**src/dmio_cfg.svh**
```systemverilog
/*
 Offsets, field positions, reset values and timing counts of the
 dual-mode digital I/O port. Assumes word-indexed register addresses.
*/
`ifndef DMIO_CFG_SVH
`define DMIO_CFG_SVH
// ----------------------------------------------------------------
// Register offsets (word index, plain register port)
// ----------------------------------------------------------------
`define DMIO_ADDR_W        12
`define DMIO_OFF_MAIN_CTRL 12'h100
`define DMIO_OFF_OUT_VAL   12'h138
`define DMIO_OFF_DIR       12'h139
`define DMIO_OFF_LEVEL     12'h13a
`define DMIO_OFF_FRONT_PH  12'h13c
`define DMIO_OFF_BACK_PH   12'h13d
`define DMIO_OFF_FRONT_AT  12'h13e
`define DMIO_OFF_BACK_AT   12'h13f
// ----------------------------------------------------------------
// Fields and reset values
// ----------------------------------------------------------------
`define DMIO_MODE_BIT      16
`define DMIO_PHASE_W       12
`define DMIO_ATTEN_W       6
`define DMIO_PHASE_RST     12'h800
`define DMIO_ATTEN_RST     6'h00
// Custom-driver pin layout
`define DMIO_PIN_CLK       0
`define DMIO_PIN_DATA      1
`define DMIO_PIN_LOAD      2
`define DMIO_PIN_SEL_LSB   3
// ----------------------------------------------------------------
// Timing: serial bit half period
// ----------------------------------------------------------------
`define DMIO_CLK_HZ        10000000
`define DMIO_HALF_NS       500
`define DMIO_HALF_CYC      ((`DMIO_HALF_NS*(`DMIO_CLK_HZ/1000000)+999)/1000)
`endif

```
**src/dmio_pkg.sv**
```systemverilog
/*
 Types of the dual-mode digital I/O port.
 Assumes dmio_cfg.svh holds the numbers.
*/
package dmio_pkg;
    // Serial link states
    typedef enum logic [2:0] {
        SER_IDLE,
        SER_LOW,
        SER_HIGH,
        SER_LOAD
    } dmio_ser_t;
    // Which setting a transfer carries
    typedef enum logic [1:0] {
        SEL_FRONT_PH,
        SEL_BACK_PH,
        SEL_FRONT_AT,
        SEL_BACK_AT
    } dmio_sel_t;
endpackage : dmio_pkg

```
**src/dmio_sync.sv**
```systemverilog
/*
 Two-flop synchroniser for the pin levels.
 Assumes pins are asynchronous to clk.
*/
`timescale 1ns/100ps
module dmio_sync #(
    parameter int WIDTH = 32
) (
    // Clock and reset
    input  wire logic             clk,
    input  wire logic             reset,
    // Data
    input  wire logic [WIDTH-1:0] asyncIn,
    output logic      [WIDTH-1:0] syncOut
);
    logic [WIDTH-1:0] stage1;
    logic [WIDTH-1:0] next_stage1;
    logic [WIDTH-1:0] next_syncOut;

    // Next values: stage1 is read only by the second flop
    always_comb begin
        next_stage1  = asyncIn;
        next_syncOut = stage1;
    end

    // Register both stages
    always_ff @(posedge clk) begin
        if (reset) begin
            stage1  <= '0;
            syncOut <= '0;
        end else begin
            stage1  <= next_stage1;
            syncOut <= next_syncOut;
        end
    end
endmodule : dmio_sync

```
**src/dmio_serial.sv**
```systemverilog
/*
 Serialiser that shifts one setting out to the front/back-end unit:
 select code on pins, 12 data bits MSB first with a clock, then a load
 pulse. Assumes start only while idle.
*/
`timescale 1ns/100ps
`include "dmio_cfg.svh"
module dmio_serial
    import dmio_pkg::*;
#(
    parameter int HALF_CYC = `DMIO_HALF_CYC
) (
    // Clock and reset
    input  wire logic        clk,
    input  wire logic        reset,
    // Request
    input  wire logic        start,
    input  wire logic [1:0]  sel,
    input  wire logic [11:0] word,
    output logic             busy,
    // Link
    output logic             serClk,
    output logic             serData,
    output logic             serLoad,
    output logic [1:0]       serSel
);
    initial begin
        if (HALF_CYC < 1 || HALF_CYC > 255)
            $error("dmio_serial: HALF_CYC out of range");
    end

    dmio_ser_t   state;
    dmio_ser_t   next_state;
    logic [7:0]  tick;
    logic [7:0]  next_tick;
    logic [3:0]  bitCnt;
    logic [3:0]  next_bitCnt;
    logic [11:0] shift;
    logic [11:0] next_shift;
    logic [1:0]  next_serSel;
    logic        tickDone;

    assign tickDone = (tick == 8'(HALF_CYC - 1));

    // Bit sequencer
    always_comb begin
        next_state  = state;
        next_tick   = tickDone ? 8'h00 : tick + 8'h01;
        next_bitCnt = bitCnt;
        next_shift  = shift;
        next_serSel = serSel;
        case (state)
            SER_IDLE: begin
                next_tick = 8'h00;
                if (start) begin
                    next_state  = SER_LOW;
                    next_shift  = word;
                    next_bitCnt = 4'h0;
                    next_serSel = sel;
                end
            end
            SER_LOW:  if (tickDone) next_state = SER_HIGH;
            SER_HIGH: begin
                if (tickDone) begin
                    next_shift  = {shift[10:0], 1'b0};
                    next_bitCnt = bitCnt + 4'h1;
                    next_state  = (bitCnt == 4'hb) ? SER_LOAD : SER_LOW;
                end
            end
            SER_LOAD: if (tickDone) next_state = SER_IDLE;
            default:  next_state = SER_IDLE;
        endcase
    end

    // Register; outputs straight from flops
    always_ff @(posedge clk) begin
        if (reset) begin
            state   <= SER_IDLE;
            tick    <= 8'h00;
            bitCnt  <= 4'h0;
            shift   <= 12'h000;
            serSel  <= 2'h0;
            serClk  <= 1'b0;
            serData <= 1'b0;
            serLoad <= 1'b0;
            busy    <= 1'b0;
        end else begin
            state   <= next_state;
            tick    <= next_tick;
            bitCnt  <= next_bitCnt;
            shift   <= next_shift;
            serSel  <= next_serSel;
            serClk  <= (next_state == SER_HIGH);
            serData <= next_shift[11];
            serLoad <= (next_state == SER_LOAD);
            busy    <= (next_state != SER_IDLE);
        end
    end
endmodule : dmio_serial

```
**src/dmio_port.sv**
```systemverilog
/*
 Dual-mode 32-bit digital I/O port: generic per-pin driver or custom
 front/back-end unit driver, chosen by the mode bit of main control.
 Assumes a plain register port, read data one cycle after the strobe,
 and asynchronous pins.
*/
// Behaviour
// Mode bit 16 of main control at 0x100 clear selects generic driver.
// Mode bit set selects the custom front/back-end unit driver.
// Generic mode has output value, direction and pin level registers.
// Direction one drives the pin from output value; zero makes input.
// Custom driver exists only from logic revision 1.4 onward.
// Custom mode holds 12-bit offset-binary front and back phase settings.
// Custom mode holds 6-bit front and back attenuation, 0.5 dB steps.
// A written custom setting is shifted out over the port pins.
`timescale 1ns/100ps
`include "dmio_cfg.svh"
module dmio_port
    import dmio_pkg::*;
#(
    parameter int       WIDTH    = 32,
    parameter bit [7:0] REVISION = 8'h14, // Major.minor as hex nibbles
    parameter int       HALF_CYC = `DMIO_HALF_CYC
) (
    // Clock and reset
    input  wire logic                    clk,
    input  wire logic                    reset,
    // Register port
    input  wire logic [`DMIO_ADDR_W-1:0] regAddr,
    input  wire logic [31:0]             regWrData,
    input  wire logic                    regWr,
    input  wire logic                    regRd,
    output logic      [31:0]             regRdData,
    // Pins
    input  wire logic [WIDTH-1:0]        pinIn,
    output logic      [WIDTH-1:0]        pinOut,
    output logic      [WIDTH-1:0]        pinOe
);
    // ----------------------------------------------------------------
    // Parameter checks
    // ----------------------------------------------------------------
    initial begin
        if (WIDTH < 6 || WIDTH > 32)
            $error("dmio_port: WIDTH must be 6..32");
    end

    // Custom driver is built only from revision 1.4 onward
    localparam bit HAS_CUSTOM = (REVISION >= 8'h14);

    // ----------------------------------------------------------------
    // Registers
    // ----------------------------------------------------------------
    logic [31:0]       mainCtrl;
    logic [31:0]       next_mainCtrl;
    logic [WIDTH-1:0]  outVal;
    logic [WIDTH-1:0]  next_outVal;
    logic [WIDTH-1:0]  pinDir;
    logic [WIDTH-1:0]  next_pinDir;
    logic [11:0]       frontPhase;
    logic [11:0]       next_frontPhase;
    logic [11:0]       backPhase;
    logic [11:0]       next_backPhase;
    logic [5:0]        frontAtten;
    logic [5:0]        next_frontAtten;
    logic [5:0]        backAtten;
    logic [5:0]        next_backAtten;
    logic [3:0]        pending;
    logic [3:0]        next_pending;
    logic [31:0]       next_regRdData;
    logic [WIDTH-1:0]  pinLevel;
    logic [WIDTH-1:0]  next_pinOut;
    logic [WIDTH-1:0]  next_pinOe;
    logic              customMode;
    logic              serBusy;
    logic              serStart;
    logic [1:0]        serSelReq;
    logic [11:0]       serWord;
    logic              serClk;
    logic              serData;
    logic              serLoad;
    logic [1:0]        serSel;

    // Mode bit chooses the driver; forced generic without custom logic
    assign customMode = HAS_CUSTOM & mainCtrl[`DMIO_MODE_BIT];

    // Pad a port-width word to 32 bits, zeroing the upper bits
    function automatic logic [31:0] dmio_pad(input logic [WIDTH-1:0] v);
        logic [31:0] r;
        r = '0;
        r[WIDTH-1:0] = v;
        return r;
    endfunction : dmio_pad

    // Address match for a write
    function automatic logic dmio_hit(input logic [`DMIO_ADDR_W-1:0] a,
                                      input logic [`DMIO_ADDR_W-1:0] o);
        return a == o;
    endfunction : dmio_hit

    // ----------------------------------------------------------------
    // Pin synchroniser
    // ----------------------------------------------------------------
    dmio_sync #(
        .WIDTH   (WIDTH)
    ) u_sync (
        .clk     (clk),
        .reset   (reset),
        .asyncIn (pinIn),
        .syncOut (pinLevel)
    );

    // ----------------------------------------------------------------
    // Register writes and pending transfers
    // ----------------------------------------------------------------
    always_comb begin
        next_mainCtrl   = mainCtrl;
        next_outVal     = outVal;
        next_pinDir     = pinDir;
        next_frontPhase = frontPhase;
        next_backPhase  = backPhase;
        next_frontAtten = frontAtten;
        next_backAtten  = backAtten;
        next_pending    = pending;
        // Clear the one being launched first, so a new write re-sets it
        if (serStart)
            next_pending[serSelReq] = 1'b0;
        if (regWr) begin
            if (dmio_hit(regAddr, `DMIO_OFF_MAIN_CTRL))
                next_mainCtrl = regWrData;
            if (dmio_hit(regAddr, `DMIO_OFF_OUT_VAL))
                next_outVal = regWrData[WIDTH-1:0];
            if (dmio_hit(regAddr, `DMIO_OFF_DIR))
                next_pinDir = regWrData[WIDTH-1:0];
            if (dmio_hit(regAddr, `DMIO_OFF_FRONT_PH)) begin
                next_frontPhase = regWrData[11:0];
                next_pending[SEL_FRONT_PH] = 1'b1;
            end
            if (dmio_hit(regAddr, `DMIO_OFF_BACK_PH)) begin
                next_backPhase = regWrData[11:0];
                next_pending[SEL_BACK_PH] = 1'b1;
            end
            if (dmio_hit(regAddr, `DMIO_OFF_FRONT_AT)) begin
                next_frontAtten = regWrData[5:0];
                next_pending[SEL_FRONT_AT] = 1'b1;
            end
            if (dmio_hit(regAddr, `DMIO_OFF_BACK_AT)) begin
                next_backAtten = regWrData[5:0];
                next_pending[SEL_BACK_AT] = 1'b1;
            end
        end
        // Writes without custom logic never queue anything
        if (!HAS_CUSTOM)
            next_pending = 4'h0;
    end

    always_ff @(posedge clk) begin
        if (reset) begin
            mainCtrl   <= 32'h0000_0000;
            outVal     <= '0;
            pinDir     <= '0;
            frontPhase <= `DMIO_PHASE_RST;
            backPhase  <= `DMIO_PHASE_RST;
            frontAtten <= `DMIO_ATTEN_RST;
            backAtten  <= `DMIO_ATTEN_RST;
            pending    <= 4'h0;
        end else begin
            mainCtrl   <= next_mainCtrl;
            outVal     <= next_outVal;
            pinDir     <= next_pinDir;
            frontPhase <= next_frontPhase;
            backPhase  <= next_backPhase;
            frontAtten <= next_frontAtten;
            backAtten  <= next_backAtten;
            pending    <= next_pending;
        end
    end

    // ----------------------------------------------------------------
    // Transfer launcher: fixed priority, one setting at a time
    // ----------------------------------------------------------------
    always_comb begin
        serSelReq = SEL_FRONT_PH;
        serWord   = frontPhase;
        if (pending[SEL_FRONT_PH]) begin
            serSelReq = SEL_FRONT_PH;
            serWord   = frontPhase;
        end else if (pending[SEL_BACK_PH]) begin
            serSelReq = SEL_BACK_PH;
            serWord   = backPhase;
        end else if (pending[SEL_FRONT_AT]) begin
            serSelReq = SEL_FRONT_AT;
            serWord   = {6'h00, frontAtten};
        end else begin
            serSelReq = SEL_BACK_AT;
            serWord   = {6'h00, backAtten};
        end
        // Held off in generic mode; queued writes go out on mode entry
        serStart = customMode & !serBusy & (pending != 4'h0);
    end

    dmio_serial #(
        .HALF_CYC (HALF_CYC)
    ) u_serial (
        .clk      (clk),
        .reset    (reset),
        .start    (serStart),
        .sel      (serSelReq),
        .word     (serWord),
        .busy     (serBusy),
        .serClk   (serClk),
        .serData  (serData),
        .serLoad  (serLoad),
        .serSel   (serSel)
    );

    // ----------------------------------------------------------------
    // Pin drivers and read data
    // ----------------------------------------------------------------
    always_comb begin
        // Generic: each direction bit enables its pin from outVal
        next_pinOut = outVal;
        next_pinOe  = pinDir;
        if (customMode) begin
            next_pinOut = '0;
            next_pinOe  = '0;
            next_pinOut[`DMIO_PIN_CLK]  = serClk;
            next_pinOut[`DMIO_PIN_DATA] = serData;
            next_pinOut[`DMIO_PIN_LOAD] = serLoad;
            next_pinOut[`DMIO_PIN_SEL_LSB +: 2] = serSel;
            next_pinOe[`DMIO_PIN_SEL_LSB+1:0] = '1;
        end
        next_regRdData = 32'h0000_0000; // Unmapped reads give zero
        if (regRd) begin
            case (regAddr)
                `DMIO_OFF_MAIN_CTRL: next_regRdData = mainCtrl;
                `DMIO_OFF_OUT_VAL:   next_regRdData = dmio_pad(outVal);
                `DMIO_OFF_DIR:       next_regRdData = dmio_pad(pinDir);
                `DMIO_OFF_LEVEL:     next_regRdData = dmio_pad(pinLevel);
                `DMIO_OFF_FRONT_PH:  next_regRdData = {20'h0, frontPhase};
                `DMIO_OFF_BACK_PH:   next_regRdData = {20'h0, backPhase};
                `DMIO_OFF_FRONT_AT:  next_regRdData = {26'h0, frontAtten};
                `DMIO_OFF_BACK_AT:   next_regRdData = {26'h0, backAtten};
                default:             next_regRdData = 32'h0000_0000;
            endcase
        end
    end

    // Outputs straight from flops; pins float as inputs during reset
    always_ff @(posedge clk) begin
        if (reset) begin
            pinOut    <= '0;
            pinOe     <= '0;
            regRdData <= 32'h0000_0000;
        end else begin
            pinOut    <= next_pinOut;
            pinOe     <= next_pinOe;
            regRdData <= next_regRdData;
        end
    end
endmodule : dmio_port

```
**config.mk**
```make
export PLATFORM = sky130hd
export DESIGN_NAME = dmio_port
export DESIGN_NICKNAME = d
export VERILOG_FILES = /design/src/dmio_pkg.sv /design/src/dmio_sync.sv /design/src/dmio_serial.sv /design/src/dmio_port.sv
export VERILOG_INCLUDE_DIRS = /design/src
export SDC_FILE = /design/constraint.sdc
export NUM_CORES = 1
export LEC_CHECK = 0
export BUFFER_PORTS_ARGS = -buffer_cell sky130_fd_sc_hd__buf_2
export CAP_MARGIN = 20
export CORE_MARGIN = 2
export CORE_UTILIZATION = 30
export CTS_CLUSTER_SIZE = 20
export DETAILED_ROUTE_END_ITERATION = 10
export PLACE_DENSITY_LB_ADDON = 0.12
export SYNTH_ARGS = -nofsm -noshare
export SYNTH_HDL_FRONTEND = slang
export SYNTH_SLANG_ARGS = --single-unit
```
**constraint.sdc**
```tcl
create_clock -name clk -period 3.46 [get_ports clk]
set_input_delay 0 -clock clk [delete_from_list [all_inputs] [get_ports clk]]
set_output_delay 0 -clock clk [all_outputs]
set_load 0.005 [all_outputs]
```
==> results by group <==
Outcome
  – Status: finished clean

STA
  – Tcrit/Tclk final: 65.3%
  – Fmax: 443 MHz
  – Max-slew violation count: 0
  – Rel. slew slack: 40.9%
  – Clk_skew: 0.0266 ns
  – Post-route setup TNS: 0 ns
  – Slew @ Worst Pin: 0.884 ns
  – RSZ-0062 raised after global routing: no
  – Endpoints failing setup: 0
  – Endpoints failing hold: 0
  – Min setup slack post-route: 1.20 ns
  – Hold_ws: 0.0866 ns
  – Min Tclk post-route: 2.26 ns

Detailed routing
  – WL per Instance: 18.9 um
  – Antenna-violating nets left: 0
  – WL final: 38.1 mm
  – DRC: 0
  – Vias per cell: 4.79
  – Initial drt markers: 631
  – Vias: 9667
  – DR pass1 iterations: 8

Floorplanning
  – Die Ht: 204 um
  – Die W: 204 um
  – Core Footprint: 0.0396 sq mm
  – Starting Density: 30.3%
  – FP Rows: 73
  – Full die area: 0.0416 sq mm
  – Top-Level Pins: 176

Clock tree
  – Num CTS Buffers: 37
  – CTS tree: built
  – CTS H-Tree Depth: 2
  – Deepest clock path buffer count: 3
  – Clk root buf: clkbuf_16
  – Worst-path clk slew: 0.06 ns
  – Post_cts resized: 0
  – CTS Sinks: 328
  – Post-CTS setup buffer count: 0
  – Worst skew pair latency: 0.56 ns

Placement
  – Hpwl dp: 24.7 mm
  – Input/output buffers: 175
  – Placement Setup Slack: 1.05 ns
  – Placer congestion estimate: 0.793

Critical path
  – Arrival @ worst endpoint: 2.73 ns
  – FF-to-FF setup slack: 1.26 ns
  – Largest fanout on the critical path: 7
  – Worst R2R End: u_serial.shift[0]
  – CP required: 3.94 ns
  – R2R cell count: 4
  – CP Capture Point: regRdData[6]
  – FF-to-FF Start: u_serial.state[1]
  – CP endpoint kind: flop
  – Crit Path Class: input port to flop
  – Worst Setup Start Kind: input port
  – Crit. Startpoint: regAddr[4]

Logic synthesis
  – Synth top area share: 54.7%
  – Synth Cell Area: 0.0120 sq mm
  – Mux cell area share after synthesis: 8.02%
  – Synth area leaders: dfxtp_1 55%, mux2i_1 7.2%, nand2_1 5.7%, a21oi_1 4.8%, nor2b_1 3.4%
  – Post-Synth Simple-Gate Area: 20.5%
  – Xor/xnor share of the synthesized area: 0.438%
  – EDFF count, synth: 0
  – Largest family of logic cells by synthesized area: simple AND/OR/NAND/NOR gates
  – Post-synth cell types: 68
  – Mapped Nets: 1330
  – Fraction of registers with async set/reset: 0%
  – Yosys warning count: 0
  – Synth Area in Compound Gates: 12.4%
  – Synth area leader: dfxtp_1
  – Synth top cells by count: 328 x dfxtp_1, 182 x nand2_1, 116 x a21oi_1
  – Post-Synth Adder-Cell Area: 0.313%
  – Syn avg cell area: 9.63 sq um
  – Cells after Synth: 1247
  – Post-synthesis sequential area ratio: 54.7%
  – Top-count cell post-synth: dfxtp_1
  – Synthesis-stage register bit count: 328
  – Top FF cell, synth: dfxtp_1

Hold path
  – Hold path start: regWr
  – Worst min path class: input port to flop

GRT
  – Largest net degree at the start of global routing: 73
  – Global Route Usage Sum: 18.1%
  – Grt total ovfl: 0
  – Initial antenna violation count: 0
  – Vias in the first global route: 9199
  – Global-route wire length before repair: 57.3 mm

Finish
  – Fin nets: 1549
  – Area growth, synth to finish: 27.6%
  – Layout cells sized above 1: 19.3%
  – Antenna diodes: 0

Power
  – Leakage: 5.79 nW
  – Max rail drop VDD: 0.311 mV
  – Power Dens Cells: 531 mW/mm^2

Job
  – Max_cap viols: 0
## layout make-up
cell class,count,area [sq um]
Clock buffer,55,1110
Clock inverter,10,133
Fill cell,4049,24300
Inverter,10,37.5
Multi-Input combinational cell,821,5040
Sequential cell,328,6570
Tap cell,525,657
Timing Repair Buffer,268,1770
## cell usage in the layout, fill, tap and decap left out, types with 5 or more instances in the layout
cell	netlist	routed
dfxtp_1	328	328
buf_2	17	174
and2_1	55	55
o21ai_0	5	5
clkbuf_1	58	7
buf_4	3	23
o211ai_1	12	12
nand3_1	21	21
clkbuf_16	0	38
mux2_2	9	9
nor3_1	14	13
a32oi_1	9	8
nor2b_1	66	66
inv_1	9	9
a311oi_1	5	5
nor4_1	7	7
nor4_4	5	7
nor2_1	93	92
o22ai_1	5	5
clkbuf_8	0	10
a22oi_1	51	51
dlygate4sd3_1	0	69
o221ai_1	6	6
a21oi_1	116	116
mux2i_1	86	86
nand2_1	182	182
## sequential cells by signal (all words and copies together), names as in the netlist, 3 cells and up
signal and flops:
u_serial.tick 8, mainCtrl 32, regRdData 32, pinDir 32
u_sync.next_syncOut 32, u_serial.state 3, pending 4, backPhase 12
u_serial.bitCnt 4, outVal 32, pinOe 32, backAtten 6
frontPhase 12, u_sync.syncOut 32, u_serial.shift 12, pinOut 32
frontAtten 6
## layer usage
metal / global-route usage [%] / up-vias / part of all wire [%]
met5: 0 / - / 0
li1: - / 4730 / -
met4: 5.59 / 0 / 2.5
met3: 3.51 / 60 / 5.4
met1: 25.5 / 4615 / 48
met2: 27.8 / 262 / 44
## through the flow
stage / cell area (sq um) / total power, mW / util [%] / cells
finish: 15300 / 8.13 / 38.6 / 2017
CTS: 15300 / 8.24 / 38.6 / 2017
floorplan: 12000 / 4.01 / - / 1247
global route: 15300 / 8.41 / 38.6 / 2017
global placement: 13400 / 4.14 / 33.8 / 1883
detailed placement: 13400 / 4.14 / 33.8 / 1883
## power by group
group / internal [mW] / switching (mW) / leakage, nW
registers: 3.81 / 0.0117 / 2.66
logic: 0.121 / 0.167 / 2.52
clock network: 2.39 / 1.62 / 0.613
total: 6.33 / 1.80 / 5.79
## kinds of logic (layout without fill, tap and decap cells)
| group | Yosys count | in the layout |
|---|---|---|
| AND/OR/NAND/NOR | 483 | 483 |
| adder cells (fa/ha/maj) | 3 | 3 |
| XOR/XNOR | 6 | 6 |
| multiplexers | 95 | 95 |
| other | 1 | 1 |
| AO/OA/AOI/OAI | 233 | 233 |
| flip-flops | 328 | 328 |
| buffers and inverters | 98 | 343 |
## timing repair
action                                  4_1_cts  5_1_grt
endpoints found under the setup margin        0        0
hold endpoints to repair                    194        0
hold buffers                                 69        0
## worst max-delay path, cell delays in order
cell and delay [ns]:
dlygate4sd3_1 0.54, buf_2 0.17, nor4_1 0.57, dlygate4sd3_1 0.64, nand3_1 0.07, dlygate4sd3_1 0.56, a31oi_1 0.17
## worst min path at each step
| stage | to | depth (start not counted) |
|---|---|---|
| after floorplan | frontPhase[11] | 2 |
| after global placement | u_sync.next_syncOut[19] | 2 |
| after detailed placement | u_sync.next_syncOut[30] | 2 |
| after CTS | pending[3] | 5 |
| after global routing | backAtten[0] | 5 |
| final | pending[3] | 5 |
No activity file was read; power rests on OpenSTA's default activity.
